==> config.mk <==
export PLATFORM = sky130hd
export DESIGN_NAME = pic_ctl
export DESIGN_NICKNAME = d
export VERILOG_FILES = /design/src/hw/pic_pkg.sv /design/src/hw/pic_ctl.sv /design/src/hw/pic_deb.sv
export SDC_FILE = /design/constraint.sdc
export NUM_CORES = 1
export LEC_CHECK = 0
export BUFFER_PORTS_ARGS = -buffer_cell sky130_fd_sc_hd__buf_4
export CORE_ASPECT_RATIO = 0.8
export CORE_MARGIN = 2
export CORE_UTILIZATION = 60
export CTS_BUF_LIST = sky130_fd_sc_hd__clkbuf_8
export DETAILED_ROUTE_END_ITERATION = 16
export PLACE_DENSITY = 0.76
export SYNTH_ARGS = -nofsm -noshare
export SYNTH_HDL_FRONTEND = slang
export SYNTH_SLANG_ARGS = --single-unit
export TNS_END_PERCENT = 20
==> constraint.sdc <==
create_clock -name clk -period 2.9 [get_ports clk]
set_input_delay 0 -clock clk [delete_from_list [all_inputs] [get_ports clk]]
set_output_delay 0 -clock clk [all_outputs]
set_load 0.1 [all_outputs]
==> src/hw/pic_pkg.sv <==
// Constants, register map and state types of the PMIC system-control block
package pic_pkg;
	// ------------------------------------------------------------
	// Timing
	// ------------------------------------------------------------
	localparam int CLK_MHZ    = 200;
	localparam int OV_DEG_NS  = 8000;
	localparam int OV_DEG_CYC = (OV_DEG_NS * CLK_MHZ) / 1000;
	localparam int DEB_US_0   = 100;
	localparam int DEB_US_1   = 1000;
	localparam int DEB_US_2   = 10000;
	localparam int DEB_US_3   = 100000;
	localparam int DEB_CYC_0  = DEB_US_0 * CLK_MHZ;
	localparam int DEB_CYC_1  = DEB_US_1 * CLK_MHZ;
	localparam int DEB_CYC_2  = DEB_US_2 * CLK_MHZ;
	localparam int DEB_CYC_3  = DEB_US_3 * CLK_MHZ;
	// ------------------------------------------------------------
	// Register map
	// ------------------------------------------------------------
	localparam int         REG_N     = 64;
	localparam logic [7:0] ADR_STAT0 = 8'h01;
	localparam logic [7:0] ADR_STAT1 = 8'h02;
	localparam logic [7:0] ADR_STAT2 = 8'h03;
	localparam logic [7:0] ADR_EVT0  = 8'h04;
	localparam logic [7:0] ADR_EVT1  = 8'h05;
	localparam logic [7:0] ADR_EVT2  = 8'h06;
	localparam logic [7:0] ADR_MASK0 = 8'h07;
	localparam logic [7:0] ADR_MASK1 = 8'h08;
	localparam logic [7:0] ADR_MASK2 = 8'h09;
	localparam logic [7:0] ADR_MASK3 = 8'h0A;
	localparam logic [7:0] ADR_SLV   = 8'h0F;
	localparam logic [7:0] ADR_PIN0  = 8'h10;
	localparam logic [7:0] ADR_BUCK0 = 8'h20;
	localparam logic [7:0] ADR_BUCK4 = 8'h24;
	localparam logic [7:0] ADR_VOUTA = 8'h25;
	localparam logic [7:0] ADR_VOUTB = 8'h26;
	// ------------------------------------------------------------
	// Field positions
	// ------------------------------------------------------------
	localparam int F_OBUF      = 0;
	localparam int F_MODE_LSB  = 1;
	localparam int F_TRIG_LSB  = 0;
	localparam int F_POL       = 2;
	localparam int F_PUPD      = 3;
	localparam int F_DEB_LSB   = 4;
	localparam int F_DEBR      = 6;
	localparam int F_DEBF      = 7;
	localparam int F_BUCK_EN   = 0;
	localparam int F_AMODE_LSB = 0;
	localparam int F_BMODE_LSB = 2;
	localparam int F_VSEL      = 4;
	localparam int F_M_PGSTAT  = 0;
	localparam int F_M_VRHOT   = 3;
	// ------------------------------------------------------------
	// Pin modes and edge selects
	// ------------------------------------------------------------
	localparam logic [3:0] MD_OFF    = 4'h0;
	localparam logic [3:0] MD_EN     = 4'h1;
	localparam logic [3:0] MD_DVC    = 4'h4;
	localparam logic [3:0] MD_RELOAD = 4'h7;
	localparam logic [3:0] MD_PG     = 4'h8;
	localparam logic [3:0] MD_SG     = 4'hB;
	localparam logic [3:0] MD_IRQ    = 4'hC;
	localparam logic [3:0] MD_LOW    = 4'hE;
	localparam logic [3:0] MD_HIGH   = 4'hF;
	localparam logic [1:0] TRG_RISE  = 2'h0;
	localparam logic [1:0] TRG_FALL  = 2'h1;
	localparam logic [1:0] TRG_BOTH  = 2'h2;
	// ------------------------------------------------------------
	// Configuration images, byte k lands at CFG_ADR[k]
	// ------------------------------------------------------------
	localparam logic [6:0] SLV_DEF = 7'h68;
	localparam int         CFG_N   = 10;
	localparam logic [7:0] CFG_ADR [CFG_N] = '{ADR_SLV, ADR_BUCK0,
		ADR_BUCK4, ADR_VOUTA, ADR_VOUTB, ADR_MASK3, 8'h12, 8'h13,
		8'h14, 8'h15};
	localparam logic [79:0] CFG0_DEF = 80'h0000_0000_0000_0000_0068;
	localparam logic [79:0] CFG1_DEF = 80'h0000_0000_0000_0000_0069;
	localparam logic [79:0] CFG2_DEF = 80'h0000_0000_0000_0000_006A;
	typedef enum logic [3:0] {I_IDLE, I_ADDR, I_AACK, I_REG, I_RACK,
		I_WDATA, I_WACK, I_RDATA, I_MACK} pic_i2c_e;
endpackage

==> src/hw/pic_ctl.sv <==
// PMIC system control: events, interrupt, pin mux, config select, I2C slave
`timescale 1ns/10ps
`default_nettype none
module pic_ctl #(
	parameter int          DEB_CYC_0 = pic_pkg::DEB_CYC_0,
	parameter int          DEB_CYC_1 = pic_pkg::DEB_CYC_1,
	parameter int          DEB_CYC_2 = pic_pkg::DEB_CYC_2,
	parameter int          DEB_CYC_3 = pic_pkg::DEB_CYC_3,
	parameter logic [79:0] CFG0_IMG  = pic_pkg::CFG0_DEF,
	parameter logic [79:0] CFG1_IMG  = pic_pkg::CFG1_DEF,
	parameter logic [79:0] CFG2_IMG  = pic_pkg::CFG2_DEF
) (
	// Clock and reset
	input  wire logic       clk,
	input  wire logic       arst_n,
	// Chip enable and option straps
	input  wire logic       chip_enable_pin,
	input  wire logic       i2c_enable,
	input  wire logic       setup_pin_allow,
	// Analog comparator levels
	input  wire logic       thermal_warn_raw,
	input  wire logic       thermal_crit_raw,
	input  wire logic       overvolt_raw,
	input  wire logic       undervolt_raw,
	input  wire logic       overcurrent_raw,
	// Setup select pin sensed under weak pull-up and pull-down
	input  wire logic       setup_select_pin_pu,
	input  wire logic       setup_select_pin_pd,
	// Multi-function pins
	input  wire logic [4:0] pin_in,
	output logic      [4:0] pin_out,
	output logic      [4:0] pin_oe_n,
	output logic      [4:0] pin_pull_enable,
	// Interrupt and buck control
	output logic            interrupt_out_n,
	output logic            buck_enable,
	output logic            buck_pulldown,
	output logic            voltage_set_choice,
	output logic      [7:0] voltage_code,
	output logic      [1:0] op_mode
);
	import pic_pkg::*;

	if (DEB_CYC_0 < 1 || DEB_CYC_1 < 1 || DEB_CYC_2 < 1 ||
		DEB_CYC_3 < 1) begin : g_bad_deb
		$error("pic_ctl: debounce count must be at least one");
	end

	// ------------------------------------------------------------
	// Synchronisers
	// ------------------------------------------------------------
	logic [10:0] s1;
	logic [10:0] s2;
	logic [6:0]  prev;
	logic        en_s, i2c_en_s, allow_s, warn_s, crit_s, uv_s, oc_s;
	logic        pu_s, pd_s, scl_s, sda_s;
	logic        scl_d, sda_d, rail_ok, sys_ok, rl_d;

	always_ff @(posedge clk or negedge arst_n) begin
		if (!arst_n) begin
			s1 <= '0;
			s2 <= '0;
		end else begin
			s1 <= {chip_enable_pin, i2c_enable, setup_pin_allow,
				thermal_warn_raw, thermal_crit_raw, undervolt_raw,
				overcurrent_raw, setup_select_pin_pu,
				setup_select_pin_pd, pin_in[3], pin_in[4]};
			s2 <= s1;
		end
	end
	assign {en_s, i2c_en_s, allow_s, warn_s, crit_s, uv_s, oc_s,
		pu_s, pd_s, scl_s, sda_s} = s2;
	assign rail_ok = !ov_lvl && !uv_s;
	assign sys_ok = rail_ok;

	// ------------------------------------------------------------
	// Filters for over-voltage and pins 0 to 2
	// ------------------------------------------------------------
	logic [7:0] mem [REG_N];
	logic       ov_lvl, ov_evt;
	logic [2:0] lvl, pin_evt;

	pic_deb #(.LIM0(OV_DEG_CYC), .LIM1(OV_DEG_CYC),
		.LIM2(OV_DEG_CYC), .LIM3(OV_DEG_CYC), .CW(12)) u_ov (
		.clk(clk), .arst_n(arst_n), .raw(overvolt_raw),
		.deb_sel(2'h0), .trig(TRG_RISE), .deb_rise(1'b1),
		.deb_fall(1'b1), .level(ov_lvl), .event_pulse(ov_evt));

	for (genvar g = 0; g < 3; g++) begin : g_pin
		localparam logic [5:0] A1 = 6'(ADR_PIN0) + 6'(2 * g + 1);
		pic_deb #(.LIM0(DEB_CYC_0), .LIM1(DEB_CYC_1),
			.LIM2(DEB_CYC_2), .LIM3(DEB_CYC_3)) u_deb (
			.clk(clk), .arst_n(arst_n), .raw(pin_in[g]),
			.deb_sel(mem[A1][F_DEB_LSB +: 2]),
			.trig(mem[A1][F_TRIG_LSB +: 2]),
			.deb_rise(mem[A1][F_DEBR]), .deb_fall(mem[A1][F_DEBF]),
			.level(lvl[g]), .event_pulse(pin_evt[g]));
	end

	// ------------------------------------------------------------
	// I2C slave
	// ------------------------------------------------------------
	pic_i2c_e   state;
	logic [3:0] cnt;
	logic [7:0] sh, ptr, rd_data;
	logic       rw, sda_low, wr_stb, load_pend, i2c_run;
	logic       scl_rise, scl_fall, start, stop;
	logic [6:0] slv_addr;

	assign i2c_run = en_s && !load_pend && i2c_en_s;
	assign scl_rise = scl_s && !scl_d;
	assign scl_fall = !scl_s && scl_d;
	assign start = scl_s && scl_d && sda_d && !sda_s;
	assign stop = scl_s && scl_d && !sda_d && sda_s;
	assign slv_addr = mem[6'(ADR_SLV)][6:0];

	always_ff @(posedge clk or negedge arst_n) begin
		if (!arst_n) begin
			scl_d <= 1'b1;
			sda_d <= 1'b1;
		end else begin
			scl_d <= scl_s;
			sda_d <= sda_s;
		end
	end

	always_ff @(posedge clk or negedge arst_n) begin
		if (!arst_n) begin
			state <= I_IDLE;
			cnt <= 4'h0;
			sh <= 8'h00;
			ptr <= 8'h00;
			rw <= 1'b0;
			sda_low <= 1'b0;
			wr_stb <= 1'b0;
		end else begin
			wr_stb <= 1'b0;
			if (!i2c_run) begin
				state <= I_IDLE;
				sda_low <= 1'b0;
			end else if (start) begin
				state <= I_ADDR;
				cnt <= 4'h0;
				sda_low <= 1'b0;
			end else if (stop) begin
				state <= I_IDLE;
				sda_low <= 1'b0;
			end else if (scl_rise) begin
				case (state)
					I_ADDR, I_REG, I_WDATA: begin
						sh <= {sh[6:0], sda_s};
						cnt <= cnt + 4'h1;
					end
					I_MACK: begin
						if (sda_s) begin
							state <= I_IDLE;
						end else begin
							ptr <= ptr + 8'h01;
							state <= I_AACK;
						end
					end
					default: ;
				endcase
			end else if (scl_fall) begin
				case (state)
					I_ADDR: begin
						if (cnt == 4'h8) begin
							if (sh[7:1] == slv_addr) begin
								sda_low <= 1'b1;
								rw <= sh[0];
								state <= I_AACK;
							end else begin
								state <= I_IDLE;
							end
						end
					end
					I_AACK: begin
						cnt <= 4'h0;
						if (rw) begin
							sh <= rd_data;
							sda_low <= !rd_data[7];
							state <= I_RDATA;
						end else begin
							sda_low <= 1'b0;
							state <= I_REG;
						end
					end
					I_REG: begin
						if (cnt == 4'h8) begin
							ptr <= sh;
							sda_low <= 1'b1;
							state <= I_RACK;
						end
					end
					I_RACK, I_WACK: begin
						sda_low <= 1'b0;
						cnt <= 4'h0;
						if (state == I_WACK)
							ptr <= ptr + 8'h01;
						state <= I_WDATA;
					end
					I_WDATA: begin
						if (cnt == 4'h8) begin
							wr_stb <= 1'b1;
							sda_low <= 1'b1;
							state <= I_WACK;
						end
					end
					I_RDATA: begin
						if (cnt == 4'h7) begin
							sda_low <= 1'b0;
							state <= I_MACK;
						end else begin
							sh <= {sh[6:0], 1'b0};
							sda_low <= !sh[6];
							cnt <= cnt + 4'h1;
						end
					end
					default: ;
				endcase
			end
		end
	end

	// ------------------------------------------------------------
	// Events and interrupt
	// ------------------------------------------------------------
	logic [9:0] ev, set, clr, evmask;
	logic       irq_req;

	always_comb begin
		set = {pin_evt, rail_ok && !prev[6], ov_evt, uv_s && !prev[4],
			oc_s && !prev[3], sys_ok && !prev[2], crit_s && !prev[1],
			warn_s && !prev[0]};
		clr = 10'h000;
		if (wr_stb && ptr == ADR_EVT0)
			clr[2:0] = sh[2:0];
		if (wr_stb && ptr == ADR_EVT1)
			clr[6:3] = sh[3:0];
		if (wr_stb && ptr == ADR_EVT2)
			clr[9:7] = sh[2:0];
		evmask = {mem[6'(ADR_MASK2)][2:0], mem[6'(ADR_MASK1)][3:0],
			mem[6'(ADR_MASK0)][2:0]};
		irq_req = |(ev & ~evmask) ||
			(!rail_ok && !mem[6'(ADR_MASK3)][F_M_PGSTAT]) ||
			(warn_s && !mem[6'(ADR_MASK3)][F_M_VRHOT]);
	end

	always_ff @(posedge clk or negedge arst_n) begin
		if (!arst_n) begin
			ev <= 10'h000;
			prev <= 7'h00;
		end else if (!en_s) begin
			ev <= 10'h000;
			prev <= 7'h00;
		end else begin
			ev <= (ev & ~clr) | set;
			prev <= {rail_ok, 1'b0, uv_s, oc_s, sys_ok, crit_s, warn_s};
		end
	end

	// ------------------------------------------------------------
	// Register file and configuration load
	// ------------------------------------------------------------
	logic [79:0] cfg_img;

	always_comb begin
		if (!allow_s || (!pu_s && !pd_s))
			cfg_img = CFG0_IMG;
		else if (pu_s && pd_s)
			cfg_img = CFG1_IMG;
		else if (pu_s)
			cfg_img = CFG2_IMG;
		else
			cfg_img = CFG0_IMG;
		case (ptr)
			ADR_STAT0: rd_data = {5'h00, sys_ok, crit_s, warn_s};
			ADR_STAT1: rd_data = {4'h0, rail_ok, ov_lvl, uv_s, oc_s};
			ADR_STAT2: rd_data = {5'h00, lvl};
			ADR_EVT0: rd_data = {5'h00, ev[2:0]};
			ADR_EVT1: rd_data = {4'h0, ev[6:3]};
			ADR_EVT2: rd_data = {5'h00, ev[9:7]};
			default: rd_data = (ptr < 8'(REG_N)) ? mem[ptr[5:0]] : 8'h00;
		endcase
	end

	always_ff @(posedge clk or negedge arst_n) begin
		if (!arst_n) begin
			for (int k = 0; k < REG_N; k++)
				mem[k] <= 8'h00;
		end else if (en_s && load_pend) begin
			for (int k = 0; k < CFG_N; k++)
				mem[CFG_ADR[k][5:0]] <= cfg_img[8 * k +: 8];
		end else if (wr_stb && ptr < 8'(REG_N)) begin
			mem[ptr[5:0]] <= sh;
		end
	end

	// ------------------------------------------------------------
	// Pin functions and buck control
	// ------------------------------------------------------------
	logic [4:0] next_pin_out, next_pin_oe_n, next_pull;
	logic       en_use, en_lvl, dvc_use, dvc_lvl, rl_lvl, sel;

	always_comb begin
		logic [3:0] md;
		logic       val, drv;
		logic [7:0] c0, c1;
		md = MD_OFF;
		val = 1'b0;
		drv = 1'b0;
		c0 = 8'h00;
		c1 = 8'h00;
		en_use = 1'b0;
		en_lvl = 1'b0;
		dvc_use = 1'b0;
		dvc_lvl = 1'b0;
		rl_lvl = 1'b0;
		next_pin_out = 5'h00;
		next_pin_oe_n = 5'h1F;
		next_pull = 5'h00;
		for (int i = 0; i < 5; i++) begin
			c0 = mem[6'(ADR_PIN0) + 6'(2 * i)];
			c1 = mem[6'(ADR_PIN0) + 6'(2 * i + 1)];
			md = c0[F_MODE_LSB +: 4];
			drv = 1'b1;
			val = 1'b0;
			case (md)
				MD_PG: val = rail_ok ^ c1[F_POL];
				MD_SG: val = sys_ok ^ c1[F_POL];
				MD_IRQ: val = !irq_req ^ c1[F_POL];
				MD_LOW: val = 1'b0;
				MD_HIGH: val = 1'b1;
				default: drv = 1'b0;
			endcase
			if (c0[F_OBUF] && val)
				drv = 1'b0;
			if (i < 3 && !(i == 0 && allow_s)) begin
				if (md == MD_EN) begin
					en_use = 1'b1;
					en_lvl = en_lvl | lvl[i];
				end
				if (md == MD_DVC) begin
					dvc_use = 1'b1;
					dvc_lvl = dvc_lvl | lvl[i];
				end
				if (md == MD_RELOAD)
					rl_lvl = rl_lvl | lvl[i];
			end
			if (i == 0 && allow_s)
				drv = 1'b0;
			if (i >= 3 && i2c_en_s) begin
				drv = (i == 4) && sda_low;
				val = 1'b0;
			end
			if (!en_s)
				drv = 1'b0;
			next_pin_out[i] = val;
			next_pin_oe_n[i] = !drv;
			next_pull[i] = en_s && c1[F_PUPD];
		end
		sel = dvc_use ? dvc_lvl : mem[6'(ADR_BUCK4)][F_VSEL];
	end

	always_ff @(posedge clk or negedge arst_n) begin
		if (!arst_n) begin
			pin_out <= 5'h00;
			pin_oe_n <= 5'h1F;
			pin_pull_enable <= 5'h00;
			interrupt_out_n <= 1'b1;
		end else begin
			pin_out <= next_pin_out;
			pin_oe_n <= next_pin_oe_n;
			pin_pull_enable <= next_pull;
			interrupt_out_n <= !(en_s && irq_req);
		end
	end

	always_ff @(posedge clk or negedge arst_n) begin
		if (!arst_n) begin
			load_pend <= 1'b1;
			rl_d <= 1'b0;
			buck_enable <= 1'b0;
			buck_pulldown <= 1'b1;
			voltage_set_choice <= 1'b0;
			voltage_code <= 8'h00;
			op_mode <= 2'h0;
		end else begin
			rl_d <= rl_lvl;
			load_pend <= !en_s || (rl_lvl && !rl_d);
			buck_enable <= en_s && !load_pend && (en_use ? en_lvl :
				mem[6'(ADR_BUCK0)][F_BUCK_EN]);
			buck_pulldown <= !en_s;
			voltage_set_choice <= sel;
			voltage_code <= sel ? mem[6'(ADR_VOUTB)] : mem[6'(ADR_VOUTA)];
			op_mode <= sel ? mem[6'(ADR_BUCK4)][F_BMODE_LSB +: 2] :
				mem[6'(ADR_BUCK4)][F_AMODE_LSB +: 2];
		end
	end
endmodule // pic_ctl
`default_nettype wire

==> src/hw/pic_deb.sv <==
// Input synchroniser, deglitch filter and edge-event detector
`timescale 1ns/10ps
`default_nettype none
module pic_deb #(
	parameter int LIM0 = pic_pkg::DEB_CYC_0,
	parameter int LIM1 = pic_pkg::DEB_CYC_1,
	parameter int LIM2 = pic_pkg::DEB_CYC_2,
	parameter int LIM3 = pic_pkg::DEB_CYC_3,
	parameter int CW   = 25
) (
	// Clock and reset
	input  wire logic       clk,
	input  wire logic       arst_n,
	// Raw input and filter setup
	input  wire logic       raw,
	input  wire logic [1:0] deb_sel,
	input  wire logic [1:0] trig,
	input  wire logic       deb_rise,
	input  wire logic       deb_fall,
	// Filtered level and edge event
	output logic            level,
	output logic            event_pulse
);
	import pic_pkg::*;

	if (LIM0 < 1 || LIM1 < 1 || LIM2 < 1 || LIM3 < 1 ||
		LIM0 >= 2**CW || LIM1 >= 2**CW || LIM2 >= 2**CW ||
		LIM3 >= 2**CW) begin : g_bad_lim
		$error("pic_deb: filter length out of range");
	end

	logic          s1;
	logic          s2;
	logic [CW-1:0] cnt;
	logic [CW-1:0] lim_cur;
	logic          slow;
	logic          next_level;
	logic          hit;

	always_ff @(posedge clk or negedge arst_n) begin
		if (!arst_n) begin
			s1 <= 1'b0;
			s2 <= 1'b0;
		end else begin
			s1 <= raw;
			s2 <= s1;
		end
	end

	always_comb begin
		case (deb_sel)
			2'h0: lim_cur = CW'(LIM0);
			2'h1: lim_cur = CW'(LIM1);
			2'h2: lim_cur = CW'(LIM2);
			default: lim_cur = CW'(LIM3);
		endcase
		slow = s2 ? deb_rise : deb_fall;
		next_level = level;
		if (s2 != level && (!slow || cnt == lim_cur - CW'(1)))
			next_level = s2;
		case (trig)
			TRG_RISE: hit = next_level;
			TRG_FALL: hit = !next_level;
			TRG_BOTH: hit = 1'b1;
			default: hit = 1'b0;
		endcase
	end

	// Level moves after the new value held for the chosen time, or at once where deb_rise or deb_fall leaves that edge unfiltered
	always_ff @(posedge clk or negedge arst_n) begin
		if (!arst_n) begin
			level <= 1'b0;
			cnt <= '0;
		end else begin
			level <= next_level;
			if (s2 == level || next_level != level)
				cnt <= '0;
			else
				cnt <= cnt + CW'(1);
		end
	end

	always_ff @(posedge clk or negedge arst_n) begin
		if (!arst_n)
			event_pulse <= 1'b0;
		else
			event_pulse <= (next_level != level) && hit;
	end
endmodule // pic_deb
`default_nettype wire

==> results of run 1 <==
==> layout make-up <==
type | instances | area share
clock buffer | 150 | 0.0537
sequential | 712 | 0.464
tap | 750 | 0.0244
inverter | 42 | 0.00410
clock inverter | 56 | 0.00827
multi-input combinational | 2023 | 0.387
timing repair buffer | 254 | 0.0583
==> cell usage after synthesis (all sizes together) (15+ instances only) <==
library cell / count / area [sq um]
a21oi: 89 / 445
a221oi: 67 / 606
a22o: 86 / 753
a22oi: 32 / 240
and2: 29 / 181
and3: 29 / 181
buf: 94 / 587
clkbuf: 124 / 465
dfrtp: 702 / 17600
ha: 33 / 413
inv: 42 / 158
mux2: 357 / 4020
mux2i: 78 / 781
mux4: 31 / 698
nand2: 272 / 1030
nand3: 65 / 353
nand4: 20 / 125
nor2: 241 / 962
nor2b: 23 / 144
nor3: 38 / 210
nor4: 15 / 109
o21ai: 195 / 976
o22ai: 43 / 269
xnor2: 51 / 447
xor2: 64 / 561
==> worst paths after layout <==
kind                               startpoint                     to  slack (ps)  cells after the start
max                        ptr[2]$_DFFE_PN0P_   mem[320]$_DFFE_PN0P_         -30                      6
min reg2reg                   s1[9]$_DFF_PN0_        s2[9]$_DFF_PN0_         350                      0
min                           s1[9]$_DFF_PN0_        s2[9]$_DFF_PN0_         350                      0
min in group asynchronous              arst_n  pin_oe_n[3]$_DFF_PN1_         590                      3
max reg2reg                ptr[2]$_DFFE_PN0P_   mem[320]$_DFFE_PN0P_         -30                      6
max in group asynchronous              arst_n    mem[73]$_DFFE_PN0P_        1650                      4
==> layout by cell type, fill, tap and decap left out, types with 10 or more instances in the layout <==
cell type | netlist | final
sky130_fd_sc_hd__a22oi_1 | 32 | 31
sky130_fd_sc_hd__dlygate4sd3_1 | 0 | 32
sky130_fd_sc_hd__nor2_2 | 20 | 21
sky130_fd_sc_hd__mux2i_1 | 78 | 78
sky130_fd_sc_hd__clkbuf_8 | 0 | 150
sky130_fd_sc_hd__nand4_1 | 20 | 20
sky130_fd_sc_hd__xnor2_1 | 51 | 51
sky130_fd_sc_hd__nor4_1 | 14 | 14
sky130_fd_sc_hd__a31oi_1 | 14 | 14
sky130_fd_sc_hd__buf_12 | 2 | 18
sky130_fd_sc_hd__nand2b_1 | 14 | 14
sky130_fd_sc_hd__and2_1 | 29 | 29
sky130_fd_sc_hd__nor2b_1 | 23 | 21
sky130_fd_sc_hd__nand2_1 | 268 | 268
sky130_fd_sc_hd__a221oi_1 | 64 | 64
sky130_fd_sc_hd__mux4_2 | 31 | 31
sky130_fd_sc_hd__nor2_1 | 220 | 219
sky130_fd_sc_hd__and3_1 | 29 | 29
sky130_fd_sc_hd__ha_1 | 33 | 33
sky130_fd_sc_hd__dfstp_2 | 10 | 10
sky130_fd_sc_hd__o21ai_0 | 191 | 189
sky130_fd_sc_hd__o22ai_1 | 43 | 43
sky130_fd_sc_hd__nor3_1 | 34 | 34
sky130_fd_sc_hd__clkinv_2 | 0 | 11
sky130_fd_sc_hd__buf_4 | 13 | 202
sky130_fd_sc_hd__mux2_2 | 356 | 356
sky130_fd_sc_hd__dfrtp_1 | 702 | 694
sky130_fd_sc_hd__nand3_1 | 61 | 61
sky130_fd_sc_hd__a21oi_1 | 89 | 89
sky130_fd_sc_hd__xor2_1 | 64 | 64
sky130_fd_sc_hd__inv_1 | 39 | 73
sky130_fd_sc_hd__a22o_1 | 86 | 86
==> state kept, by name, indices dropped and copies added, names as in the netlist, 2 cells and up <==
| name | count |
|---|---|
| g_pin.u_deb.s2 | 3 |
| evmask | 10 |
| prev | 5 |
| g_pin.u_deb.event_pulse | 3 |
| g_pin.u_deb.cnt | 75 |
| u_ov.cnt | 12 |
| ev | 10 |
| mem | 502 |
| sh | 8 |
| pin_oe_n | 5 |
| cnt | 4 |
| g_pin.u_deb.s1 | 3 |
| pin_out | 5 |
| pin_pull_enable | 5 |
| state | 4 |
| op_mode | 2 |
| voltage_code | 8 |
| s2 | 11 |
| g_pin.u_deb.level | 3 |
| ptr | 8 |
| s1 | 11 |
==> logic make-up (layout without fill, tap and decap cells) <==
family / Yosys count / in the layout / synth area share
AND/OR/NAND/NOR: 798 / 798 / 0.112
flip-flops: 712 / 712 / 0.526
AO/OA/AOI/OAI: 611 / 611 / 0.122
multiplexers: 466 / 466 / 0.162
buffers and inverters: 260 / 502 / 0.0357
XOR/XNOR: 115 / 115 / 0.0297
adder cells (fa/ha/maj): 33 / 33 / 0.0122
==> per-stage QoR <==
| stage | TNS [ps] | setup slack [ps] | cell area, sq um | total power [mW] |
|---|---|---|---|---|
| 2_1_floorplan | 0 | 304 | 33900 | 10.6 |
| 3_3_place_gp | 0 | 72.6 | 35700 | 11.1 |
| 3_5_place_dp | 0 | 56.5 | 35700 | 11.1 |
| 4_1_cts | 0 | 34.5 | 38400 | 19.9 |
| 5_1_grt | 0 | 0.591 | 38400 | 20.5 |
| 6_report | -83.0 | -30.5 | 38400 | 19.9 |
==> power groups by stage <==
stage          combinational, mW  clock (mW)  sequential, mW
6_report                   0.894        8.92            10.1
3_5_place_dp               0.821           0            10.3
4_1_cts                    0.867        8.98            10.1
2_1_floorplan              0.341           0            10.2
3_3_place_gp               0.800           0            10.3
5_1_grt                    0.950        9.47            10.1
==> routing by layer <==
layer,track usage,vias up
li1,-,11076
met1,0.517,13256
met2,0.533,1723
met3,0.110,363
met4,0.134,4
met5,0,-
==> timing repair <==
action | in CTS | in global routing
endpoints found under the setup margin | 0 | 55
hold buffers | 33 | 0
hold endpoints to repair | 635 | 0
resized for setup | 0 | 3
setup buffers | 0 | 1
==> results.md, run 1 <==
- The horizontal extent of the die is about 270 um.
- The final-stage net count is 3193.
- The signal on the critical path passes through and2_1, buf_4, nand2_2, nor2_2, nand2_1, mux2_2.
- The TritonCTS buffer count is 110.
- The critical path launch point type is a flip-flop.
- The number of cells in the design after placement is between 3000 and 4000.
- The worst pin sits at a relative slew slack of 0.324.
- The slew at the pin with the worst max-slew slack is 1010 ps.
- In the final layout, the share of cells above drive strength 1 is 0.265.
- In this run the static leakage power is roughly 17 nW.
- The internal power contribution is about 15 mW.
- The initialized floorplan defines between 70 and 80 standard-cell rows.
- The clock power share is 0.448.
- The later-pin clock latency in the skew report is 750 ps.
- The synthesized area per cell is about 11 sq um.
- The core occupancy in the finished layout is 0.691.
- The total area inside the core boundary comes to about 56000 sq um.
- Counting the fill cells in the layout gives 3998.
- The number of warnings issued by yosys is 0.
- For this block, the initial DRC count from the detailed router was 3600.
- In the routed layout, each cell is associated on average with a via count of 6.63.
- Clock tree synthesis found a total of between 700 and 800 sinks.
- Entering global routing, the biggest net connects 95 pins.
- The number of placed I/O pins is 46.
- The largest stage delay on the critical path is 680 ps.
- The checks that failed: setup timing.
- Setup repair after global routing left no endpoint under its margin.
- The data required time of the critical path is about 3500 ps.
- In the detailed route, the total length drawn on met3 is approximately 13000 um.
- The mapped netlist covers between 30000 and 40000 sq um.
- The critical path data arrival time is between 3000 and 4000 ps.
- The clock-pin slew of the registers on the worst-case setup and hold paths is roughly 60 ps.
- The total overflow left after global routing is 0.
- The first-pass GRT wire length is between 150000 and 200000 um.
- TritonCTS built the clock tree.
- The sequential cells in the finished layout cover a total of around 18000 sq um.
- In the synthesized netlist, the number of instances is between 2000 and 3000.
- The switching part of the total power is 0.247.
- The maximum clock path buffer count is 3.
- Summed over all layers, the routed wires come to about 110000 um.
- The floorplan step defined a die boundary enclosing roughly 58000 sq um.
- Of the total power, registers draw 0.507.
- Among all flip-flop cells after synthesis, the most frequent one is sky130_fd_sc_hd__dfrtp_1.
- The share of the clock period used by the worst path is 1.01.
- The remaining number of nets flagged by the antenna check after routing is 0.
- The final-report max-slew violation count is 0.
- The type of the tightest min-delay check is reg2reg.
- The smallest setup slack after layout is -30.5 ps.
- From bottom edge to top edge, the die measures around 220 um.
- For this design the total switching power over the nets is just under 5 mW.
- In this run the number of H-tree levels came out at 3.
- The total buffers and inverters traversed by the critical path is 1.
- In this run the worst path has a maximum fanout of 27.
- The flow ran to the end, but the final reports show violations.
- For this run, the register share of the synthesized area comes to 0.526.
- For this design the ratio of total power to cell area is between 500 and 600 nW/um^2.
- The remaining design rule violation count is 0.
- Input and output buffers added on the ports amount to 45.
- The final hold violation count came to 0.
- The cell family with the largest share of critical-path delay is simple AND/OR/NAND/NOR gates.
- In the final routing, the length of wire on met1 measures around 43000 um.
- The number of nets in the synthesized netlist is about 3000.
- The number of antenna diodes is 0.
- The highest layer touched by signal routing is met5.
- The endpoint type of the worst setup path is a flip-flop.
- Setup violations remaining at the end of the flow were counted as 5.
- Of all flip-flops after synthesis, the portion carrying an async set or reset was 1.00.
- The half-perimeter wire length after placement is ~70000 um.
- The global-route usage over all layers is 0.365.
- After synthesis the netlist holds a flip-flop and latch count of 712.
- The wire length on met2 is between 40000 and 50000 um.
- IR analysis of the VDD net gives a maximum drop of between 0.3 and 0.4 mV.
- The total vias in the final route is roughly 26000.
- Before antenna repair, the detailed router went through 9 iterations.
- The synthesis-to-finish area growth is 13.4%.
- The distinct cell type count of the synthesized netlist is about 80.
- The average detailed-routed wire length per instance is between 20 and 30 um.
- The initial antenna violation count is 2.
- The number of global-route vias before repair came to about 26000.
- The global placer's final weighted congestion is 1.01.
- The finished layout holds between 3000 and 4000 standard cells, fillers aside.
- Clock tree synthesis selected as its root buffer the cell sky130_fd_sc_hd__clkbuf_8.
- Yosys mapped a number of flops with a built-in enable equal to 0.
- The area of the multi-input gates is roughly 15000 sq um.
- The number of max-cap violations is 0.
- The combinational power share is 0.045.
- The worst hold slack across all endpoints is 347 ps.
- Static timing analysis puts the maximum clock frequency at approximately 340 MHz.
- The type of the setup path with the least slack is reg2reg.
- Clock skew on the completed layout was measured at 30.4 ps.
- The largest individual stage delay along the critical path comes from the cell sky130_fd_sc_hd__dfrtp_4.
- The initial utilization of the core area, before any placement, comes to 0.610.
- The routed design could run at a clock period as short as between 2000 and 3000 ps.
Note: power is estimated with default switching activity, not from simulation.
==> run 2, diff against run 1 <==
--- a/config.mk
+++ b/config.mk
@@ -6,12 +6,15 @@
 export NUM_CORES = 1
 export LEC_CHECK = 0
 export BUFFER_PORTS_ARGS = -buffer_cell sky130_fd_sc_hd__buf_4
+export CELL_PAD_IN_SITES_DETAIL_PLACEMENT = 1
+export CELL_PAD_IN_SITES_GLOBAL_PLACEMENT = 2
 export CORE_ASPECT_RATIO = 0.8
 export CORE_MARGIN = 2
-export CORE_UTILIZATION = 60
+export CORE_UTILIZATION = 45
 export CTS_BUF_LIST = sky130_fd_sc_hd__clkbuf_8
+export CTS_CLUSTER_SIZE = 8
 export DETAILED_ROUTE_END_ITERATION = 16
-export PLACE_DENSITY = 0.76
+export PLACE_DENSITY = 0.82
 export SYNTH_ARGS = -nofsm -noshare
 export SYNTH_HDL_FRONTEND = slang
 export SYNTH_SLANG_ARGS = --single-unit
==> results.md, run 2 (synthesized netlist as in run 1, its figures left out) <==
- The first global-routing pass estimated ~180000 um of wire.
- The total negative slack for setup checks is -21.9 ps.
- Measured on the finished design, the core utilization comes to 0.524.
- The iteration count of the initial detailed-routing pass is 6.
- The critical path launch point type is a flip-flop.
- No sink is reached through more buffers than the 3 on the longest clock path.
- The vertical die dimension is approximately 250 um.
- Dividing the detail-routed wire length by the instance count gives around 28 um.
- The endpoint type of the worst setup path is a flip-flop.
- The number of flip-flops in the largest register is 502.
- The cell area after layout is slightly below 40000 sq um.
- Data on the critical path is required at its endpoint by 3560 ps.
- For the pin with the worst max-slew slack, the measured transition is between 1000 and 1500 ps.
- The clock-pin slew of the registers on the worst-case setup and hold paths is roughly 70 ps.
- The setup path with the least slack is of type reg2reg.
- In the layout the commonest cells are 694 x sky130_fd_sc_hd__dfrtp_1, 356 x sky130_fd_sc_hd__mux2_2, 268 x sky130_fd_sc_hd__nand2_1.
- The initial utilization of the core area, before any placement, comes to 0.457.
- The placeable core area is between 70000 and 80000 sq um.
- The instance area after placement is 36000 sq um.
- In this run the worst hold path is classified as reg2reg.
- Once routing completed, OpenROAD measured the worst setup slack at -21.9 ps.
- The floorplan step defined a die boundary enclosing 77500 sq um.
- The clock tree synthesis step divided the H-tree into 3 levels.
- OpenSTA, run right after detailed placement, puts the worst setup slack at -308 ps.
- The floorplan has about 90 rows.
- Entering global routing, the biggest net connects around 100 pins.
- The number of buffers added for setup after CTS is 0.
- Setup repair after global routing could not meet its margin everywhere.
- The global-route usage over all layers is 0.308.
- The detailed-route wire length is 119000 um.
- More flip-flops sit in one register than any other, and that register is mem.
- For this run the aggregate overflow at the end of global routing stands at 0.
- After layout, the minimum clock period comes to ~2900 ps.
- The number of global-route vias before repair is between 20000 and 30000.
- Setup violations remaining at the end of the flow were counted as 1.
- The root buffer cell chosen for the clock tree is sky130_fd_sc_hd__clkbuf_8.
- The final hold violation count is 0.
- The number of max-cap violations is 0.
- The remaining design rule violation count is 0.
- Clock tree synthesis inserted a total of between 100 and 150 buffers.
- The clock reaches the later pin of the worst-skew pair after slightly below 800 ps.
- Derived from the worst setup path, the maximum achievable clock frequency is 342 MHz.
- The most common cell after layout, fill and taps aside is sky130_fd_sc_hd__dfrtp_1.
- The floorplan step set the die width to around 310 um.
- The final-stage net count is 3194.
- Headroom to the max-slew limit came out at 0.290.
- The fraction of final layout cells sized beyond drive strength 1 is 0.267.
- The share of the clock period used by the worst path is 1.01.
- The number of port buffers is between 40 and 50.
- The global placer's final weighted congestion is around 0.9.
- Of all nets on the critical path, the largest fanout is 22.
- The worst hold slack across all endpoints is around 350 ps.
- The final reports fail on setup timing.
- The final-report max-slew violation count came to 0.
- For this design the ratio of total power to cell area is between 500 and 600 nW/um^2.
- The routed via count divided by cell count is between 6 and 7.
- For this block, the via count after detailed routing is roughly 26000.
- The initial antenna violation count came to 3.
- The flow ran to the end, but the final reports show violations.
- The largest registers in the layout are mem x502, g_pin.u_deb.cnt x75, u_ov.cnt x12.
- In this run the static leakage power is around 18 nW.
- VDD sags by at most 0.341 mV.
- The half-perimeter wire length after placement is 80500 um.
- The count of nets left with antenna violations once routing finished came out at 0.
- From synthesis to final layout, the design area changed by 14.7%.
- The number of placed I/O pins is 46.
- For the worst setup path, the data arrival time is 3590 ps.
- The detailed router's first-iteration violation count is approximately 2600.
- The CTS tree is yes.
- CTS saw slightly above 700 sinks.
- The clock arrives with between 30 and 40 ps of skew.
## run 2: changes by cell type in the layout (fill, tap and decap cells not counted), sizes merged
cell | previous run | this run
clkinv | 11 | 9
bufinv | 2 | 0
clkinvlp | 3 | 5
buf | 222 | 216
diode | 0 | 4
clkbuf | 150 | 162
## run 2: power breakdown
group | leakage, nW | switching [mW] | internal, mW
sequential | 9.78 | 0.119 | 10.0
combinational | 6.34 | 0.696 | 0.194
clock | 1.41 | 4.29 | 4.93
total | 17.5 | 5.11 | 15.1
## run 2: metal layers
layer | vias to the layer above | wire, um | track usage
met5 | - | 0 | 0
met4 | 0 | 3610 | 0.0940
met1 | 13788 | 53100 | 0.448
met2 | 1088 | 52100 | 0.456
li1 | 11103 | - | -
met3 | 263 | 10600 | 0.0754
## run 2: path summary, 6_finish.rpt
kind | start | end | slack [ps] | depth (start not counted)
max reg2reg | ptr[0]$_DFFE_PN0P_ | sh[5]$_DFFE_PN0P_ | -20 | 8
max | ptr[0]$_DFFE_PN0P_ | sh[5]$_DFFE_PN0P_ | -20 | 8
min | s1[7]$_DFF_PN0_ | s2[7]$_DFF_PN0_ | 350 | 0
min in group asynchronous | arst_n | g_pin[2].u_deb.cnt[24]$_DFF_PN0_ | 560 | 4
min reg2reg | s1[7]$_DFF_PN0_ | s2[7]$_DFF_PN0_ | 350 | 0
max in group asynchronous | arst_n | scl_d$_DFF_PN1_ | 1680 | 5
## run 2: repair_timing
action                                  in CTS  in global routing
pin swaps                                    0                  1
hold endpoints to repair                   723                  0
hold buffers                                33                  0
resized for setup                            5                  8
endpoints found under the setup margin       3                 80
## run 2: worst max-delay path, stage by stage (launching register included)
cell                      delay, ps
sky130_fd_sc_hd__dfrtp_4        490
sky130_fd_sc_hd__buf_12         230
sky130_fd_sc_hd__buf_4          340
sky130_fd_sc_hd__mux2_2         380
sky130_fd_sc_hd__a221o_1        290
sky130_fd_sc_hd__a21oi_1        340
sky130_fd_sc_hd__o22ai_1        130
sky130_fd_sc_hd__nor4_1         490
sky130_fd_sc_hd__o21ai_1        100
## run 2: metrics by stage
stage	instances	total power, mW
2_1_floorplan	2995	10.6
3_3_place_gp	3993	11.1
3_5_place_dp	3993	11.1
4_1_cts	4242	20.4
5_1_grt	4245	20.9
6_report	4246	20.2
## run 2: cell type report
class | instances | area, sq um
Antenna cell | 4 | 10.0
Fill cell | 7843 | 35300
Sequential cell | 712 | 17800
Timing Repair Buffer | 248 | 2230
Tap cell | 1001 | 1250
Inverter | 42 | 158
Multi-Input combinational cell | 2023 | 14900
Clock buffer | 162 | 2230
Clock inverter | 54 | 236
